**src/rtl/dsp_agu_map.vh**
```
// constants for the dsp data address generator
`ifndef DSP_AGU_MAP_VH
`define DSP_AGU_MAP_VH
// addressing modes
`define AM_NOP 2'h0
`define AM_INC 2'h1
`define AM_IDX 2'h2
`define AM_DEC 2'h3
// transfer kinds
`define OP_NONE 2'h0
`define OP_XY 2'h1
`define OP_SINGLE 2'h2
// step sizes
`define STEP_WORD 32'h0000_0002
`define STEP_LONG 32'h0000_0004
// modulo bounds register field positions
`define MOD_END_HI 31
`define MOD_END_LO 16
`define MOD_START_HI 15
`define MOD_START_LO 0
// register numbers
`define REG_X_INDEX 4'h8
`define REG_Y_INDEX 4'h9
// reset values
`define MOD_RESET 32'h0000_0000
`endif

```
**src/rtl/dsp_data_address_generator.v**
```verilog
// dsp data address generator: x/y and single transfer addressing
`timescale 1ns/1ps
module dsp_data_address_generator (
  // clock and reset
  input wire core_clk,
  input wire rst,
  // request from the pipeline
  input wire req_valid,
  input wire [1:0] req_kind,
  input wire x_sel,
  input wire y_sel,
  input wire [1:0] x_mode,
  input wire [1:0] y_mode,
  input wire [1:0] single_sel,
  input wire [1:0] single_mode,
  input wire single_long,
  // status register modulo bits
  input wire x_modulo_enable,
  input wire y_modulo_enable,
  // control register load of the bounds register
  input wire control_register_load,
  input wire [31:0] load_data,
  // general register values r2..r9
  input wire [31:0] gr2,
  input wire [31:0] gr3,
  input wire [31:0] gr4,
  input wire [31:0] gr5,
  input wire [31:0] gr6,
  input wire [31:0] gr7,
  input wire [31:0] gr8,
  input wire [31:0] gr9,
  // x and y data bus addresses
  output reg x_req_r,
  output reg [15:1] x_addr_r,
  output reg y_req_r,
  output reg [15:1] y_addr_r,
  // main data bus address
  output reg main_req_r,
  output reg [31:0] main_addr_r,
  output reg main_long_r,
  // pointer write-back to the register file
  output reg wb_a_en_r,
  output reg [3:0] wb_a_num_r,
  output reg [31:0] wb_a_data_r,
  output reg wb_b_en_r,
  output reg [3:0] wb_b_num_r,
  output reg [31:0] wb_b_data_r,
  // bounds register readback
  output reg [31:0] modulo_bounds_register_r
);
`include "dsp_agu_map.vh"

////////////////////////////////////////////////////////////////////////
// operand selection

  reg [31:0] x_pointer;
  reg [31:0] y_pointer;
  reg [31:0] single_pointer;
  wire [31:0] x_index;
  wire [31:0] y_index;
  wire [31:0] single_index;
  wire [15:0] modulo_start;
  wire [15:0] modulo_end;
  wire x_mod_on;
  wire y_mod_on;
  wire [31:0] x_nxt;
  wire [31:0] y_nxt;
  wire [31:0] s_addr;
  wire [31:0] s_nxt;
  wire [3:0] x_num;
  wire [3:0] y_num;
  wire [3:0] s_num;
  wire do_xy;
  wire do_single;

  // fixed index registers; no immediate operand path exists
  assign x_index = gr8;
  assign y_index = gr9;
  assign single_index = gr8;

  // pointer muxes
  always @* begin
    x_pointer = x_sel ? gr5 : gr4;
    y_pointer = y_sel ? gr7 : gr6;
    case (single_sel)
      2'h0: single_pointer = gr2;
      2'h1: single_pointer = gr3;
      2'h2: single_pointer = gr4;
      default: single_pointer = gr5;
    endcase
  end
  assign x_num = x_sel ? 4'h5 : 4'h4;
  assign y_num = y_sel ? 4'h7 : 4'h6;
  assign s_num = {2'b00, single_sel} + 4'h2;

  // 16-bit fields bound the region to 64 kbytes
  assign modulo_end = modulo_bounds_register_r[`MOD_END_HI:`MOD_END_LO];
  assign modulo_start =
    modulo_bounds_register_r[`MOD_START_HI:`MOD_START_LO];

  // y wins when both enables are set; single moves never wrap
  assign x_mod_on = x_modulo_enable & ~y_modulo_enable;
  assign y_mod_on = y_modulo_enable;

  assign do_xy = req_valid && req_kind == `OP_XY;
  assign do_single = req_valid && req_kind == `OP_SINGLE;

////////////////////////////////////////////////////////////////////////
// next-value units

  xy_pointer_update u_x_update (
    .ptr(x_pointer),
    .index(x_index),
    .mode(x_mode),
    .mod_on(x_mod_on),
    .mod_start(modulo_start),
    .mod_end(modulo_end),
    .ptr_nxt(x_nxt)
  );

  xy_pointer_update u_y_update (
    .ptr(y_pointer),
    .index(y_index),
    .mode(y_mode),
    .mod_on(y_mod_on),
    .mod_start(modulo_start),
    .mod_end(modulo_end),
    .ptr_nxt(y_nxt)
  );

  single_pointer_update u_s_update (
    .ptr(single_pointer),
    .index(single_index),
    .mode(single_mode),
    .is_long(single_long),
    .addr(s_addr),
    .ptr_nxt(s_nxt)
  );

////////////////////////////////////////////////////////////////////////
// bounds register

  // both fields loaded together by one load
  always @(posedge core_clk) begin
    if (rst)
      modulo_bounds_register_r <= `MOD_RESET;
    else if (control_register_load)
      modulo_bounds_register_r <= load_data;
  end

////////////////////////////////////////////////////////////////////////
// addresses and write-back, one cycle after the request

  always @(posedge core_clk) begin
    if (rst) begin
      x_req_r <= 1'b0;
      x_addr_r <= 15'h0000;
      y_req_r <= 1'b0;
      y_addr_r <= 15'h0000;
      main_req_r <= 1'b0;
      main_addr_r <= 32'h0000_0000;
      main_long_r <= 1'b0;
      wb_a_en_r <= 1'b0;
      wb_a_num_r <= 4'h0;
      wb_a_data_r <= 32'h0000_0000;
      wb_b_en_r <= 1'b0;
      wb_b_num_r <= 4'h0;
      wb_b_data_r <= 32'h0000_0000;
    end else begin
      // x/y word accesses on their own buses, no contention
      x_req_r <= do_xy;
      y_req_r <= do_xy;
      main_req_r <= do_single;
      main_long_r <= do_single & single_long;
      wb_a_en_r <= 1'b0;
      wb_b_en_r <= 1'b0;
      if (do_xy) begin
        // old pointer, bits 1-15; upper half and bit 0 dropped
        x_addr_r <= x_pointer[15:1];
        y_addr_r <= y_pointer[15:1];
        // nop mode writes nothing back
        wb_a_en_r <= x_mode != `AM_NOP;
        wb_a_num_r <= x_num;
        wb_a_data_r <= x_nxt;
        wb_b_en_r <= y_mode != `AM_NOP;
        wb_b_num_r <= y_num;
        wb_b_data_r <= y_nxt;
      end else if (do_single) begin
        main_addr_r <= s_addr;
        wb_a_en_r <= single_mode != `AM_NOP;
        wb_a_num_r <= s_num;
        wb_a_data_r <= s_nxt;
      end
    end
  end
endmodule

```
**src/rtl/single_pointer_update.v**
```verilog
// address and next value for a single-transfer pointer
`timescale 1ns/1ps
module single_pointer_update (
  // pointer and step
  input wire [31:0] ptr,
  input wire [31:0] index,
  input wire [1:0] mode,
  input wire is_long,
  // results
  output reg [31:0] addr,
  output reg [31:0] ptr_nxt
);
`include "dsp_agu_map.vh"
  reg [31:0] size;
  // post-update uses old value; decrement updates first
  always @* begin
    size = is_long ? `STEP_LONG : `STEP_WORD;
    addr = ptr;
    ptr_nxt = ptr;
    case (mode)
      `AM_INC: ptr_nxt = ptr + size;
      `AM_IDX: ptr_nxt = ptr + index;
      `AM_DEC: begin
        ptr_nxt = ptr - size;
        addr = ptr - size;
      end
      default: ptr_nxt = ptr;
    endcase
  end
endmodule

```
**src/rtl/xy_pointer_update.v**
```verilog
// next-value logic for one dual x/y pointer, with modulo wrap
`timescale 1ns/1ps
module xy_pointer_update (
  // pointer and step
  input wire [31:0] ptr,
  input wire [31:0] index,
  input wire [1:0] mode,
  // modulo control
  input wire mod_on,
  input wire [15:0] mod_start,
  input wire [15:0] mod_end,
  // result
  output reg [31:0] ptr_nxt
);
`include "dsp_agu_map.vh"
  reg [31:0] step;
  reg [15:0] low_sum;
  // only the lower halfword is written; upper halfword kept
  always @* begin
    step = 32'h0000_0000;
    if (mode == `AM_INC)
      step = `STEP_WORD;
    else if (mode == `AM_IDX)
      step = index;
    // with modulo off plain add is used, no compare
    low_sum = ptr[15:0] + step[15:0];
    ptr_nxt = {ptr[31:16], low_sum};
    // exact match only; stepping past the end does not wrap
    if (mod_on && mode != `AM_NOP && ptr[15:0] == mod_end)
      ptr_nxt = {ptr[31:16], mod_start[15:1], ptr[0]};
  end
endmodule

```
**config.mk**
```make
export PLATFORM = sky130hd
export DESIGN_NAME = dsp_data_address_generator
export DESIGN_NICKNAME = d
export VERILOG_FILES = /design/src/rtl/dsp_data_address_generator.v /design/src/rtl/single_pointer_update.v /design/src/rtl/xy_pointer_update.v
export VERILOG_INCLUDE_DIRS = /design/src /design/src/rtl
export SDC_FILE = /design/constraint.sdc
export NUM_CORES = 1
export LEC_CHECK = 0
export CAP_MARGIN = 10
export CORE_AREA = 2 2 185 187
export CTS_BUF_LIST = sky130_fd_sc_hd__clkbuf_8
export DETAILED_ROUTE_END_ITERATION = 10
export DIE_AREA = 0 0 187 189
export DONT_BUFFER_PORTS = 1
export GPL_TIMING_DRIVEN = 0
export SLEW_MARGIN = 20
export SYNTH_ARGS = -nofsm -noshare
export SYNTH_HDL_FRONTEND = slang
export SYNTH_SLANG_ARGS = --single-unit
export TNS_END_PERCENT = 20
```
**constraint.sdc**
```tcl
create_clock -name core_clk -period 9.07 [get_ports core_clk]
set_clock_uncertainty 0.05 [all_clocks]
set_input_delay 1.814 -clock core_clk [delete_from_list [all_inputs] [get_ports core_clk]]
set_output_delay 1.814 -clock core_clk [all_outputs]
set_load 0.02 [all_outputs]
```
==> results of run 1 <==
registers in the layout (all words and copies together), names as in the netlist, 2 cells and up:
signal	flops
main_addr_r	32
wb_a_num_r	3
wb_b_num_r	2
wb_a_data_r	32
y_addr_r	15
modulo_bounds_register_r	32
x_addr_r	15
wb_b_data_r	32
placed cells by master (no fill, tap or decap), types with 26 or more instances in the layout:
cell type	netlist	routed
xor2_1	46	46
inv_1	55	55
nor2_1	212	212
nand3_1	26	26
a21oi_1	87	87
ha_1	66	66
nor3_1	40	40
mux4_2	31	31
clkbuf_1	85	84
o21ai_0	59	59
a211oi_1	101	101
dfxtp_1	168	168
xnor2_1	71	71
mux2i_1	116	116
nand2_1	106	106
and2_1	59	59
per-stage QoR:
stage	instance area, um^2	util, %	power, mW	cells
6_report	14300	43.0	2.13	2109
5_1_grt	14300	43.0	2.22	2106
4_1_cts	14300	43.0	2.13	2105
3_5_place_dp	13900	41.7	1.52	2073
3_3_place_gp	13900	41.7	1.51	2073
2_1_floorplan	13300	-	1.33	1625
worst max-delay path, stage by stage:
cell and delay (ns):
buf_2 0.16, buf_2 0.31, buf_1 0.82, mux4_2 0.52, inv_1 0.12, ha_1 0.14
inv_1 0.06, fa_1 0.51, nor2_1 0.20, nand4b_1 0.46, nor4_4 0.58, nor2b_1 0.23
xnor2_1 0.14, o32ai_1 0.12, o311ai_1 0.36, o21ai_1 0.11
cells by family after synthesis:
family,count (synthesis),share of synthesized area [%]
buffers and inverters,172,5.31
xor gates and xnor gates,117,7.70
AOI/OAI and AO/OA,397,20.6
and+or+nand+nor,545,19.6
muxes,154,14.7
DFF,168,25.3
other,1,0.0282
adders and majority gates,70,6.81
metal layers:
metal	share of wire, %	GRT usage [%]
met2	49	58.1
met5	0.026	0
met4	4.0	13.9
met3	8.4	8.51
met1	39	38.8
cell type report:
type                            count  area [um^2]  area share (%)
Inverter                           56          210            1.47
Sequential cell                   168         3360            23.5
Antenna cell                        4         10.0          0.0700
Buffer                            116          499            3.49
Multi-Input combinational cell   1285         9240            64.5
Clock buffer                       18          248            1.73
Tap cell                          448          561            3.92
Clock inverter                     14          183            1.28
path summary, 6_finish.rpt:
path                                startpoint  slack [ns]  cells past startpoint               to
setup / recovery                 single_sel[1]        2.73                     16  wb_a_data_r[25]
hold / removal                   wb_a_num_r[0]        0.53                      2    wb_a_num_r[0]
setup reg to reg  modulo_bounds_register_r[23]        6.02                     10   wb_a_data_r[6]
hold reg to reg                  wb_a_num_r[0]        0.53                      2    wb_a_num_r[0]
power by group through the flow:
stage	Clock, mW	Combinational, mW	Sequential, mW
floorplan	0	0.453	0.873
finish	0.622	0.625	0.886
CTS	0.625	0.616	0.885
global placement	0	0.608	0.903
global route	0.651	0.680	0.889
detailed placement	0	0.613	0.903
==> run_results.csv, run 1 <==
group,metric,value,unit
logic_synthesis,yosysMostFrequentCell,"nor2_1",
routing,first_pass_iters,5,
timing,timing.slew.headroom,22.1,%
routing,wl,60500,um
timing,worst_slack,2.73,ns
global_routing,grt_pass1_vias,12712,
layout,drive_gt1_share,6.70,%
layout,final_nets,2021,
die,io-pin-count,479,
power_and_ir_drop,swShare,39.8,%
global_routing,grt_first_pass_wirelength,86100,um
placement,dp_hpwl,48500,um
clocking,holdBufCountCts,0,
clocking,cts_setup_buffers,0,
power_and_ir_drop,p_leak,5.63,nW
timing,fmax,158,MHz
routing,dr_total_vias,12963,
logic_synthesis,synth-seq-cells,168,
routing,wl_per_cell,28.7,um
placement,globalplace.congestion,0.968,
die,rows,67,
die,die_y,189,um
placement,portBuffers,0,
clocking,root_buffer,"clkbuf_8",
clocking,cts_tree,"done",
logic_synthesis,synth-warning-count,0,
global_routing,grt_max_degree,18,
logic_synthesis,synth.cell_area,0.0133,mm^2
logic_synthesis,synth_flop_cell,"dfxtp_1",
routing,first_iter_violations,892,
timing,fin_crit_sh,69.8,%
power_and_ir_drop,p_int,1.28,mW
layout,fill_cells,3396,
timing,tightest_slew,1.14,ns
critical_path,endpoint_kind,"register",
clocking,clock-sinks,168,
die,fp.dieW,187,um
timing,finalHoldViolations,0,
logic_synthesis,postSynthCellCount,1624,
global_routing,grt_overflow,0,
logic_synthesis,synthTopCellsByArea,"dfxtp_1, mux2i_1, ha_1, nor2_1, a211oi_1",
critical_path,cp-start-kind,"input pin",
logic_synthesis,synth.avg_cell_area,8.19,um^2
logic_synthesis,ys_async_sr_fraction,0,%
logic_synthesis,synth-edff-count,0,
power_and_ir_drop,p_comb_share,29.3,%
routing,ant_nets,0,
die,initial_core_util,40.0,%
layout,areaGrowthSynthToFinish,7.57,%
timing,final_max_slew_viol_count,0,
power_and_ir_drop,clockPowerShare,29.2,%
timing,finalSetupTns,0,ns
worst_hold_path,min-delay-path-class,"register to register",
timing,rsz0062_at_grt,"no",
die,die_area,0.0353,mm^2
global_routing,track_usage,33.3,%
clocking,cts.htree.levels,4,
flow_run,max_cap_violations,0,
logic_synthesis,synth_commonest_cells,"nor2_1, dfxtp_1, mux2i_1, nand2_1, a211oi_1",
clocking,clk_path_buf_depth,2,
clocking,clk_latency,0.53,ns
power_and_ir_drop,irDropWorstVdd,0.175,mV
clocking,cts_resized,0,
routing,vias_per_cell,6.15,
timing,min_period,6.34,ns
critical_path,critPathMaxFanout,10,
run_status,outcome,"finished clean",
clocking,clkSlewWorstSetupHoldPaths,0.10,ns
logic_synthesis,synth.top_cell.area_share,25.3,%
power_and_ir_drop,switchingPower,848,uW
critical_path,cp.required,9.41,ns
global_routing,antenna_found_initial,3,
logic_synthesis,synth_cell_type_count,85,
die,core_area,0.0333,mm^2
timing,setup_violations,0,
logic_synthesis,synth_top_area_cell,"dfxtp_1",
placement,dpl_worst_slack,2.23,ns
timing,whs,0.526,ns
power_and_ir_drop,powerDensity,149,mW/mm^2
clocking,cts_buffers,17,
logic_synthesis,seq_area_frac_synth,25.3,%
critical_path,crit_type,"input pin to register",
power_and_ir_drop,p_seq_share,41.5,%
critical_path,cp.arrival,6.67,ns
routing,drc,0,
(Power assumes the default switching activity.)
==> run 2, diff against run 1 <==
- ABC_AREA: unset -> 1
- CORE_AREA: 2 2 185 187 -> 2 2 184 186
- DIE_AREA: 0 0 187 189 -> 0 0 186 188
- clock period: 9.07 -> 6.6 ns (I/O delays scaled with it)
==> run 2 against run 1 <==
Compared with the run above:
- global-route usage is 7.2 points higher
- register-to-register slack got worse by 1.9 ns
- sequential power increased by 38%
- largest cell class unchanged
- highest routed layer unchanged
==> run_results.csv, run 2 <==
group,metric,value,unit
die,die_y,188,um
layout,final_nets,2877,
logic_synthesis,synthTopCellsByArea,"dfxtp_1, nand2_1, inv_1, a21oi_1, o21ai_0",
logic_synthesis,yosysMostFrequentCell,"nand2_1",
timing,setup_violations,0,
logic_synthesis,synth-edff-count,0,
routing,first_pass_iters,6,
run_status,outcome,"finished clean",
layout,layout_common_cells,"nand2_1, inv_1, nor2_1, a21oi_1, o21ai_0",
clocking,cts_tree,"done",
power_and_ir_drop,irDropWorstVdd,0.187,mV
power_and_ir_drop,swShare,43.5,%
layout,drive_gt1_share,7.08,%
critical_path,critPathMaxFanout,10,
timing,timing.slew.headroom,24.9,%
global_routing,met2_usage,68.4,%
logic_synthesis,synth_cell_type_count,61,
global_routing,grt_overflow,0,
power_and_ir_drop,p_leak,7.73,nW
layout,final_cells,2965,
logic_synthesis,synth-warning-count,0,
layout,layout_commonest_cell,"nand2_1",
logic_synthesis,seq_area_frac_synth,22.7,%
global_routing,grt_max_degree,17,
clocking,holdBufCountCts,0,
clocking,clkSlewWorstSetupHoldPaths,0.09,ns
timing,fin_crit_sh,70.5,%
timing,min_period,4.65,ns
timing,tightest_slew,1.11,ns
routing,wl_per_cell,24.4,um
clocking,cts_resized,0,
routing,wl,72300,um
layout,fill_cells,3728,
worst_hold_path,min-delay-path-class,"register to register",
placement,dp_hpwl,60900,um
logic_synthesis,postSynthCellCount,2479,
logic_synthesis,ys_async_sr_fraction,0,%
clocking,cts.htree.levels,4,
global_routing,gr-usage-met1,45.0,%
logic_synthesis,synth_top_area_cell,"dfxtp_1",
routing,vias_per_cell,5.85,
critical_path,cp.arrival,4.97,ns
placement,portBuffers,0,
placement,placed_cell_area,0.0154,mm^2
die,core_area,0.0331,mm^2
clocking,root_buffer,"clkbuf_8",
routing,drc,0,
logic_synthesis,synth-seq-cells,168,
layout,design_area,0.0158,mm^2
global_routing,track_usage,40.5,%
logic_synthesis,synth_commonest_cells,"nand2_1, inv_1, nor2_1, a21oi_1, o21ai_0",
routing,ant_nets,0,
routing,dr_total_vias,17342,
logic_synthesis,synth_flop_cell,"dfxtp_1",
critical_path,cp.required,6.92,ns
placement,dp.cells,2929,
power_and_ir_drop,clockPowerShare,25.8,%
critical_path,endpoint_kind,"register",
power_and_ir_drop,powerDensity,189,mW/mm^2
layout,areaGrowthSynthToFinish,6.55,%
timing,finalSetupTns,0,ns
clocking,clk_path_buf_depth,2,
die,fp.dieW,186,um
logic_synthesis,synth.cell_area,0.0148,mm^2
placement,globalplace.congestion,1.01,
die,io-pin-count,479,
timing,fmax,215,MHz
power_and_ir_drop,p_comb_share,33.3,%
die,initial_core_util,44.7,%
logic_synthesis,synth.avg_cell_area,5.97,um^2
routing,first_iter_violations,1529,
critical_path,rr_worst_depth,13,
timing,finalHoldViolations,0,
clocking,cts_buffers,17,
power_and_ir_drop,p_seq_share,40.9,%
logic_synthesis,synth.top_cell.area_share,22.7,%
global_routing,grtUsageMet3,8.66,%
clocking,clock-sinks,168,
critical_path,cp-start-kind,"input pin",
power_and_ir_drop,switchingPower,1.30,mW
power_and_ir_drop,p_int,1.68,mW
global_routing,grt_first_pass_wirelength,103000,um
clocking,cts_setup_buffers,0,
global_routing,grt_pass1_vias,16322,
worst_hold_path,whs_path_depth,2,
power_and_ir_drop,p_total,2.98,mW
timing,rsz0062_at_grt,"no",
global_routing,busiest_layer,"met2",
timing,final_max_slew_viol_count,0,
global_routing,antenna_found_initial,6,
die,die_area,0.0350,mm^2
clocking,clk_latency,0.50,ns
die,rows,67,
critical_path,crit_type,"input pin to register",
flow_run,max_cap_violations,0,
==> run 2: layout make-up <==
class                           instances  area [um^2]  share of cell area [%]
Clock inverter                         13          121                   0.770
Buffer                                109          532                    3.37
Timing Repair Buffer                    1         7.51                  0.0476
Antenna cell                            4         10.0                  0.0635
Tap cell                              448          561                    3.56
Inverter                              323         1220                    7.72
Multi-Input combinational cell       1880         9690                    61.5
Sequential cell                       168         3360                    21.3
Clock buffer                           19          262                    1.66
==> run 2: logic make-up (layout without fill, tap and decap cells) <==
| kind of cell | after synthesis | count (layout) | share of synthesized area (%) |
|---|---|---|---|
| buf+inv | 432 | 465 | 11.8 |
| xor+xnor | 39 | 39 | 2.31 |
| other cells | 1 | 6 | 0.0253 |
| simple gates | 1195 | 1195 | 35.4 |
| compound gates | 574 | 574 | 21.6 |
| fa+ha+maj | 70 | 70 | 6.12 |
| flops | 168 | 168 | 22.7 |
==> run 2: metal layers <==
layer,vias to the layer above,routed length [um]
li1,8225,-
met1,7977,26200
met2,900,34400
met3,236,6010
met4,4,5700
met5,-,29
==> run 2: path summary, 6_finish.rpt <==
kind | end | slack, ns | from
worst max-delay path | wb_a_data_r[16] | 1.95 | single_mode[0]
worst min-delay path | y_addr_r[7] | 0.52 | y_addr_r[7]
worst max register to register | wb_a_data_r[15] | 4.09 | modulo_bounds_register_r[23]
worst min register to register | y_addr_r[7] | 0.52 | y_addr_r[7]
==> run 2: through the flow <==
stage | hold WS, ns | utilization, % | worst slack (ns)
floorplan | 0.491 | - | 2.71
global placement | 0.512 | 46.4 | 1.59
global route | 0.553 | 47.6 | 1.82
detailed placement | 0.515 | 46.4 | 1.55
CTS | 0.529 | 47.6 | 2.08
finish | 0.523 | 47.6 | 1.95
==> run 2: power groups by stage <==
stage	Sequential (mW)	Combinational (mW)	Clock [mW]
after floorplan	1.20	0.662	0
after global placement	1.24	0.960	0
after detailed placement	1.24	0.966	0
after CTS	1.22	0.970	0.769
after global routing	1.22	1.08	0.813
final	1.22	0.992	0.770
==> run 2: critical path, cell delays in order <==
cell and delay [ns]:
inv_1 0.07, ha_1 0.26, clkbuf_1 0.55, clkbuf_1 0.53, nand2_1 0.11, inv_1 0.08, ha_1 0.17, fa_1 0.22
nand2_1 0.11, nand3b_1 0.17, nand2_1 0.24, nand2_1 0.10, nand3_1 0.23, nand2_1 0.12, nand2_1 0.07, nand2_1 0.04
nand3_1 0.16, nand3_1 0.17, a21oi_1 0.18, nor2_1 0.05
